$ cat config.mk
export PLATFORM = sky130hd
export DESIGN_NAME = resizer_memory_pointer_regs
export DESIGN_NICKNAME = d
export VERILOG_FILES = /design/src/logic/resizer_pointer_pkg.sv /design/src/logic/pointer_slot.sv /design/src/logic/resizer_memory_pointer_regs.sv
export SDC_FILE = /design/constraint.sdc
export NUM_CORES = 1
export LEC_CHECK = 0
export ABC_CLOCK_PERIOD_IN_PS = 2200
export BUFFER_PORTS_ARGS = -buffer_cell sky130_fd_sc_hd__clkbuf_2
export CAP_MARGIN = 0
export CORE_MARGIN = 2
export CORE_UTILIZATION = 55
export CTS_BUF_LIST = sky130_fd_sc_hd__clkbuf_4 sky130_fd_sc_hd__clkbuf_8
export DETAILED_ROUTE_END_ITERATION = 8
export HOLD_SLACK_MARGIN = 0.02
export PLACE_DENSITY = 0.8
export SYNTH_ARGS = -nofsm -noshare
export SYNTH_HDL_FRONTEND = slang
export SYNTH_SLANG_ARGS = --single-unit
$ cat constraint.sdc
create_clock -name clock -period 2.2 [get_ports clock]
set_clock_uncertainty 0.15 [all_clocks]
set_input_delay 0.22 -clock clock [delete_from_list [all_inputs] [get_ports clock]]
set_output_delay 0.22 -clock clock [all_outputs]
set_load 0.1 [all_outputs]
$ cat src/logic/resizer_pointer_pkg.sv
// constants shared by the resizer pointer register slice
package resizer_pointer_pkg;

  // register bus geometry
  localparam int ADDR_W = 8;
  localparam int DATA_W = 32;

  // byte offsets of the registers
  localparam logic [7:0] OFS_INPUT_FRAME_BASE_ADDRESS = 8'h00;
  localparam logic [7:0] OFS_INPUT_LINE_PITCH = 8'h04;
  localparam logic [7:0] OFS_OUTPUT_FRAME_BASE_ADDRESS = 8'h08;
  localparam logic [7:0] OFS_OUTPUT_LINE_PITCH = 8'h0c;
  localparam logic [7:0] OFS_HORIZONTAL_COEFFICIENT_PAIR = 8'h10;
  localparam logic [7:0] OFS_SOURCE_CONTROL = 8'h14;
  localparam logic [7:0] OFS_POINTER_STATUS = 8'h18;

  // pointer slots, one per address or pitch register
  localparam int NUM_SLOTS = 4;
  localparam int SLOT_IN_ADDR = 0;
  localparam int SLOT_IN_PITCH = 1;
  localparam int SLOT_OUT_ADDR = 2;
  localparam int SLOT_OUT_PITCH = 3;

  // per-slot offsets, index is the slot number
  localparam logic [NUM_SLOTS-1:0][7:0] SLOT_OFFSET = {
    OFS_OUTPUT_LINE_PITCH, OFS_OUTPUT_FRAME_BASE_ADDRESS,
    OFS_INPUT_LINE_PITCH, OFS_INPUT_FRAME_BASE_ADDRESS};

  // bits that a write may store (others hold zero)
  localparam logic [NUM_SLOTS-1:0][31:0] SLOT_STORE_MASK = {
    32'h0000_ffff, 32'hffff_ffff, 32'h0000_ffe0, 32'hffff_ffe0};

  // bits that reach the datapath (alignment bits are dropped)
  localparam logic [NUM_SLOTS-1:0][31:0] SLOT_ACTIVE_MASK = {
    32'h0000_ffe0, 32'hffff_ffe0, 32'h0000_ffe0, 32'hffff_ffe0};

  // every pointer register comes out of reset as zero
  localparam logic [31:0] POINTER_RESET = 32'h0000_0000;

  // line pitch is a 16-bit field
  localparam int PITCH_W = 16;

  // horizontal coefficient pair layout
  localparam int COEF_W = 10;
  localparam int ODD_TAP_LSB = 16;
  localparam int EVEN_TAP_LSB = 0;
  localparam int COEF_FRAC_BITS = 8;
  localparam logic [9:0] COEF_UNITY = 10'h100;
  localparam logic [9:0] COEF_RESET = 10'h000;

  // source control layout
  localparam int SRC_FROM_MEMORY_BIT = 0;
  localparam logic SRC_FROM_MEMORY_RESET = 1'b1;

  // pointer status layout
  localparam int STAT_BUSY_BIT = 0;
  localparam int STAT_PENDING_LSB = 1;
  localparam int STAT_SOURCE_ERROR_BIT = 5;
  localparam logic [3:0] PENDING_RESET = 4'h0;

endpackage

$ cat src/logic/pointer_slot.sv
// one base address or pitch register with a frame-boundary copy
`timescale 1ns/1ps
module pointer_slot #(
  parameter logic [31:0] STORE_MASK = 32'hffff_ffff,
  parameter logic [31:0] ACTIVE_MASK = 32'hffff_ffff
) (
  input wire logic clock, // system clock
  input wire logic arst_n, // async reset, active low
  input wire logic write_en, // software write this cycle
  input wire logic [31:0] write_data, // software write data
  input wire logic frame_start, // pulse at start of a frame
  output logic [31:0] latest, // newest written value
  output logic [31:0] active // value used by the current frame
);

  typedef struct packed {
    logic [31:0] latest;
    logic [31:0] active;
  } slot_s;

  slot_s state_reg;
  slot_s state_next;

  // store writes, copy into the frame value at frame start
  always_comb begin
    state_next = state_reg;
    if (write_en) begin
      state_next.latest = write_data & STORE_MASK;
    end
    if (frame_start) begin
      // a write in the same cycle goes straight into the new frame
      state_next.active = state_next.latest & ACTIVE_MASK;
    end
  end

  // state register
  always_ff @(posedge clock or negedge arst_n) begin
    if (!arst_n) begin
      state_reg <= '{latest: resizer_pointer_pkg::POINTER_RESET,
                     active: resizer_pointer_pkg::POINTER_RESET};
    end else begin
      state_reg <= state_next;
    end
  end

  // reads see the newest value, the datapath the frame value
  assign latest = state_reg.latest;
  assign active = state_reg.active;

endmodule

$ cat src/logic/resizer_memory_pointer_regs.sv
// resizer memory pointer and horizontal coefficient register slice
`timescale 1ns/1ps
// Summary of operation
// - input base address low five bits zero
// - input pitch 16 bits, low five zero
// - pointer writes while busy apply next frame
// - output base address low five bits ignored
// - output pitch 16 bits, low five ignored
// - coefficient pair odd 25:16, even 9:0
// - coefficients signed ten bits, eight fractional
module resizer_memory_pointer_regs (
  input wire logic clock, // system clock, 10 MHz
  input wire logic arst_n, // async reset, active low
  input wire logic [7:0] reg_addr, // register byte address
  input wire logic [31:0] reg_wdata, // register write data
  input wire logic reg_write, // write strobe, one cycle
  input wire logic reg_read, // read strobe, one cycle
  output logic [31:0] reg_rdata, // read data, cycle after strobe
  input wire logic resizer_busy, // datapath is processing a frame
  input wire logic frame_start, // pulse, datapath starts a frame
  output logic [31:0] input_frame_base_address, // frame value
  output logic [15:0] input_line_pitch, // frame value
  output logic [31:0] output_frame_base_address, // frame value
  output logic [15:0] output_line_pitch, // frame value
  output logic signed [9:0] odd_tap_coefficient, // phase 0 odd tap
  output logic signed [9:0] even_tap_coefficient, // phase 0 even tap
  output logic input_from_memory, // input source is external memory
  output logic input_source_error // preview path with pointers set
);

  // register state other than the pointer slots
  typedef struct packed {
    logic [31:0] rdata;
    logic [9:0] odd_tap;
    logic [9:0] even_tap;
    logic from_memory;
    logic [3:0] pending;
  } regs_s;

  regs_s state_reg;
  regs_s state_next;

  // pointer slot views
  logic [3:0] slot_write;
  logic [3:0][31:0] slot_latest;
  logic [3:0][31:0] slot_active;

  // decoded strobes for the local registers
  logic coef_write;
  logic control_write;

  // status word assembled from live state
  logic [31:0] status_word;
  logic source_error;

  // read mux result for the addressed register
  logic [31:0] read_value;

  // one slot per address or pitch register
  genvar i;
  generate
    for (i = 0; i < resizer_pointer_pkg::NUM_SLOTS; i++) begin : g_slot
      // write decode for this slot
      assign slot_write[i] = reg_write &&
        (reg_addr == resizer_pointer_pkg::SLOT_OFFSET[i]);

      pointer_slot #(
        .STORE_MASK(resizer_pointer_pkg::SLOT_STORE_MASK[i]),
        .ACTIVE_MASK(resizer_pointer_pkg::SLOT_ACTIVE_MASK[i])
      ) u_slot (
        .clock(clock),
        .arst_n(arst_n),
        .write_en(slot_write[i]),
        .write_data(reg_wdata),
        .frame_start(frame_start),
        .latest(slot_latest[i]),
        .active(slot_active[i])
      );
    end
  endgenerate

  // write decode for the local registers
  assign coef_write = reg_write &&
    (reg_addr == resizer_pointer_pkg::OFS_HORIZONTAL_COEFFICIENT_PAIR);
  assign control_write = reg_write &&
    (reg_addr == resizer_pointer_pkg::OFS_SOURCE_CONTROL);

  // preview path must run with zero input pointers
  always_comb begin
    source_error = 1'b0;
    if (!state_reg.from_memory) begin
      source_error =
        (slot_active[resizer_pointer_pkg::SLOT_IN_ADDR] != '0) ||
        (slot_active[resizer_pointer_pkg::SLOT_IN_PITCH] != '0);
    end
  end

  // status word, unused bits read zero
  always_comb begin
    status_word = 32'h0000_0000;
    status_word[resizer_pointer_pkg::STAT_BUSY_BIT] = resizer_busy;
    status_word[resizer_pointer_pkg::STAT_PENDING_LSB +: 4] =
      state_reg.pending;
    status_word[resizer_pointer_pkg::STAT_SOURCE_ERROR_BIT] = source_error;
  end

  // read mux, unmapped offsets read zero
  always_comb begin
    read_value = 32'h0000_0000;
    unique case (reg_addr)
      resizer_pointer_pkg::OFS_INPUT_FRAME_BASE_ADDRESS: begin
        read_value = slot_latest[resizer_pointer_pkg::SLOT_IN_ADDR];
      end
      resizer_pointer_pkg::OFS_INPUT_LINE_PITCH: begin
        read_value = slot_latest[resizer_pointer_pkg::SLOT_IN_PITCH];
      end
      resizer_pointer_pkg::OFS_OUTPUT_FRAME_BASE_ADDRESS: begin
        read_value = slot_latest[resizer_pointer_pkg::SLOT_OUT_ADDR];
      end
      resizer_pointer_pkg::OFS_OUTPUT_LINE_PITCH: begin
        read_value = slot_latest[resizer_pointer_pkg::SLOT_OUT_PITCH];
      end
      resizer_pointer_pkg::OFS_HORIZONTAL_COEFFICIENT_PAIR: begin
        // reserved 31:26 and 15:10 stay zero
        read_value[resizer_pointer_pkg::ODD_TAP_LSB +:
          resizer_pointer_pkg::COEF_W] = state_reg.odd_tap;
        read_value[resizer_pointer_pkg::EVEN_TAP_LSB +:
          resizer_pointer_pkg::COEF_W] = state_reg.even_tap;
      end
      resizer_pointer_pkg::OFS_SOURCE_CONTROL: begin
        read_value[resizer_pointer_pkg::SRC_FROM_MEMORY_BIT] =
          state_reg.from_memory;
      end
      resizer_pointer_pkg::OFS_POINTER_STATUS: begin
        read_value = status_word;
      end
      default: begin
        read_value = 32'h0000_0000;
      end
    endcase
  end

  // next state of the local registers
  always_comb begin
    state_next = state_reg;

    // read data stands only in the cycle after the strobe
    state_next.rdata = 32'h0000_0000;
    if (reg_read) begin
      state_next.rdata = read_value;
    end

    // coefficients take effect at once, reserved bits dropped
    if (coef_write) begin
      state_next.odd_tap = reg_wdata[resizer_pointer_pkg::ODD_TAP_LSB +:
        resizer_pointer_pkg::COEF_W];
      state_next.even_tap = reg_wdata[resizer_pointer_pkg::EVEN_TAP_LSB +:
        resizer_pointer_pkg::COEF_W];
    end

    // input source selection
    if (control_write) begin
      state_next.from_memory =
        reg_wdata[resizer_pointer_pkg::SRC_FROM_MEMORY_BIT];
    end

    // pending clears at frame start, a later write sets it again
    if (frame_start) begin
      state_next.pending = 4'h0;
    end
    // a write in the frame start cycle is applied, so not pending
    if (!frame_start) begin
      state_next.pending = state_next.pending | slot_write;
    end
  end

  // state register
  always_ff @(posedge clock or negedge arst_n) begin
    if (!arst_n) begin
      state_reg <= '{rdata: 32'h0000_0000,
                     odd_tap: resizer_pointer_pkg::COEF_RESET,
                     even_tap: resizer_pointer_pkg::COEF_RESET,
                     from_memory: resizer_pointer_pkg::SRC_FROM_MEMORY_RESET,
                     pending: resizer_pointer_pkg::PENDING_RESET};
    end else begin
      state_reg <= state_next;
    end
  end

  // bus read data
  assign reg_rdata = state_reg.rdata;

  // frame values to the datapath, alignment bits forced zero
  assign input_frame_base_address =
    slot_active[resizer_pointer_pkg::SLOT_IN_ADDR];
  assign input_line_pitch =
    slot_active[resizer_pointer_pkg::SLOT_IN_PITCH]
      [resizer_pointer_pkg::PITCH_W-1:0];
  assign output_frame_base_address =
    slot_active[resizer_pointer_pkg::SLOT_OUT_ADDR];
  assign output_line_pitch =
    slot_active[resizer_pointer_pkg::SLOT_OUT_PITCH]
      [resizer_pointer_pkg::PITCH_W-1:0];

  // coefficients as signed S10Q8, 10'h100 is unity gain
  assign odd_tap_coefficient = $signed(state_reg.odd_tap);
  assign even_tap_coefficient = $signed(state_reg.even_tap);

  // source selection and its consistency flag
  assign input_from_memory = state_reg.from_memory;
  assign input_source_error = source_error;

endmodule

==> impl_metrics.toml <==
[floorplanning]
fp.dieW_um = 137
ios = 196
die_h_um = 137
rows = 48
coreArea_mm2 = 0.0174
initial_utilization_pct = 56.4
dieArea_mm2 = 0.0189

[power_and_ir_drop]
swShare_pct = 31.8
ir_drop_mv = 0.729
netSwitchingPower_mw = 3.13
power_mw = 9.86
power_frac_seq_pct = 44.3
p_int_mw = 6.73
pwr-share-comb_pct = 18.3
clkPwrFrac_pct = 37.4
power_leakage_nw = 6.21
pwr_density_cell_mw_per_mm2 = 820

[routing]
dr.pass1.iters = 5
drcViolationCount = 0
via_count = 7028
wirelength_um = 25600
drtIter0Drc = 514
vias_per_cell = 5.69
ant_nets = 0
wl_per_cell_um = 20.7

[finish]
drive_gt1_share_pct = 43.0
instances_no_fill = 1236
diodes = 0
nFillCells = 1273
nets = 1034
syn_to_final_growth_pct = 22.7
regArea_mm2 = 0.00548
largest_reg_flops = 86
final_cell_mix = "dfrtp_1 (217), clkbuf_2 (172), nor2_1 (71), mux2_4 (69), clkbuf_8 (48)"
multi_input_area_mm2 = 0.00372
final_common_cell = "dfrtp_1"

[global_routing]
grt_max_degree = 74
first_global_vias = 7092
grt_pass1_wl_um = 39000
antenna_found_initial = 0
globalRouteTotalUtil_pct = 27.5
grt-ovfl-total = 0

[sta]
timing.final.hold_violations = 0
rsz0062_at_grt = "true"
slew_headroom_pct = 60.9
finalWorstSetupSlack_ns = -0.258
max_slew.worst_pin.slew_ns = 0.587
finalCriticalPeriod_ns = 2.46
period_share_pct = 112
drv_slew = 0
fmaxAchievable_ghz = 0.407
setup_viol = 1

[clock_network]
clockRootBuffer = "clkbuf_8"
cts_tree = "yes"
cts_made_buffers = 36
clk_latency_ns = 0.54
clock_path_buffers = 3
cts.sinks = 219
cts_max_level = 2
clk_pin_slew_worst_paths_ns = 0.06

[critical_path]
cp_data_arrival_time_ns = 2.09
r2r_slack_ns = 0.48
slowest_delay_ns = 0.45
cp_slowest_cell = "dfrtp_1"
critPathTopFamily = "simple AND/OR/NAND/NOR gates"
reg2reg_depth = 5
path_cells = "nor4_4 > nand4_1 > nor3_2 > buf_4 > nor2_4 > buf_12"
r2r_end = "reg_rdata[5]"
start_kind = "flop"
cp_data_required_time_ns = 1.83
crit_buf_inv = 2
worstReg2RegStart = "g_slot[0].u_slot.active[26]"
cp_max_fo = 3
path_class = "reg2out"
cp-end-kind = "output port"

[outcome]
status = "complete, but fails checks"
failed_checks = "negative setup slack"

[synthesis]
synthesis.instances = 790
synth_edf_count = 0
async_flop_share_pct = 100
ys_seq_area_share_pct = 56.0
ys_ff_latch = 219
ys.flop_type = "dfrtp_1"
synth.distinct_cells = 42
syn_avg_cell_area_um2 = 12.4
netlist_area_mm2 = 0.00979
yosysWarnings = 0

[hold_path]
hold_depth = 3
hold_path_class = "in2reg"
holdPathEnd = "reg_rdata[5]"
min-delay-start = "reg_read"

[placement]
hpwl_um = 17000
io_buffers = 175
place_congestion = 0.796
place_inst = 1139

[flow_run]
cap_violations = 0
final cells by class:
class | count | share of cell area (%)
clock buffer | 57 | 6.06
clock inverter | 4 | 0.198
inverter | 3 | 0.0937
multi-input combinational | 466 | 31.0
sequential | 219 | 45.6
tap | 225 | 2.34
timing repair buffer | 262 | 14.7
cells in the mapped netlist (all sizes together) (4+ instances only):
master,n,area (um2)
clkbuf,28,105
nor4,15,139
a22oi,15,113
nand2,47,176
o2bb2ai,4,35.0
mux2,116,1470
nor2,72,270
dfrtp,218,5460
a31oi,41,257
and3,7,43.8
mux4,11,248
buf,93,731
nand3,44,225
o21ai,38,190
mux2i,13,130
per-stage QoR:
| step | utilization [%] | area, um2 | hold slack [ns] | setup slack (ns) | setup TNS (ns) |
|---|---|---|---|---|---|
| finish | 69.2 | 12000 | 0.0397 | -0.258 | -0.258 |
| detailed placement | 62.5 | 10800 | 0.0970 | -0.222 | -5.66 |
| global placement | 62.5 | 10800 | 0.0951 | -0.170 | -4.23 |
| global route | 69.2 | 12000 | 0.0567 | -0.357 | -0.357 |
| CTS | 69.1 | 12000 | 0.0213 | -0.258 | -0.258 |
| floorplan | - | 9980 | -0.226 | -0.169 | -3.56 |
cells by family (layout without fill, tap and decap cells):
group                  after synthesis  count (layout)  synth area share [%]
other                                1              20                0.0383
AO/OA/AOI/OAI                      104             104                  6.45
buffers and inverters              124             326                  8.65
flip-flops                         219             219                  56.0
multiplexers                       140             140                  18.8
AND/OR/NAND/NOR                    202             202                  10.0
metal layers:
metal | vias to the layer above | part of all wire, % | track usage (%)
li1 | 3123 | - | -
met1 | 3547 | 40 | 35.5
met2 | 320 | 51 | 46.2
met3 | 38 | 7.4 | 6.25
met4 | 0 | 1.9 | 8.76
met5 | - | 0 | 0
what timing repair did:
item                                   4_1_cts  5_1_grt
gates resized for setup                      6        4
setup endpoints to repair                    1        1
setup buffers                                1        1
pin swaps                                    2        1
hold buffers                                34        0
endpoints found under the hold margin      371        0
worst min-delay path: cells and delay by family:
kind / cells / cell delay [ns]
AOI/OAI and AO/OA: 1 / 0.07
and+or+nand+nor: 1 / 0.13
buffers and inverters: 1 / 0.23
power groups by stage:
stage | logic (mW) | registers (mW) | clock network (mW)
floorplan | 0.736 | 5.02 | 0
global placement | 1.72 | 4.42 | 0
detailed placement | 1.75 | 4.42 | 0
CTS | 1.81 | 4.36 | 3.75
global route | 1.89 | 4.38 | 3.94
finish | 1.81 | 4.37 | 3.69
how the worst max path moves through the flow:
| stage | cells after the start | to | slack [ns] | start |
|---|---|---|---|---|
| final | 6 | input_source_error | -0.26 | g_slot[0].u_slot.active[26] |
| after CTS | 7 | input_source_error | -0.26 | g_slot[1].u_slot.active[14] |
| after global routing | 6 | input_source_error | -0.36 | g_slot[0].u_slot.active[26] |
| after floorplan | 6 | g_slot[3].u_slot.active[11] | -0.17 | reg_addr[1] |
| after detailed placement | 6 | g_slot[2].u_slot.active[5] | -0.22 | reg_addr[1] |
| after global placement | 6 | g_slot[2].u_slot.active[5] | -0.17 | reg_addr[1] |
Note: power is estimated with default switching activity, not from simulation.
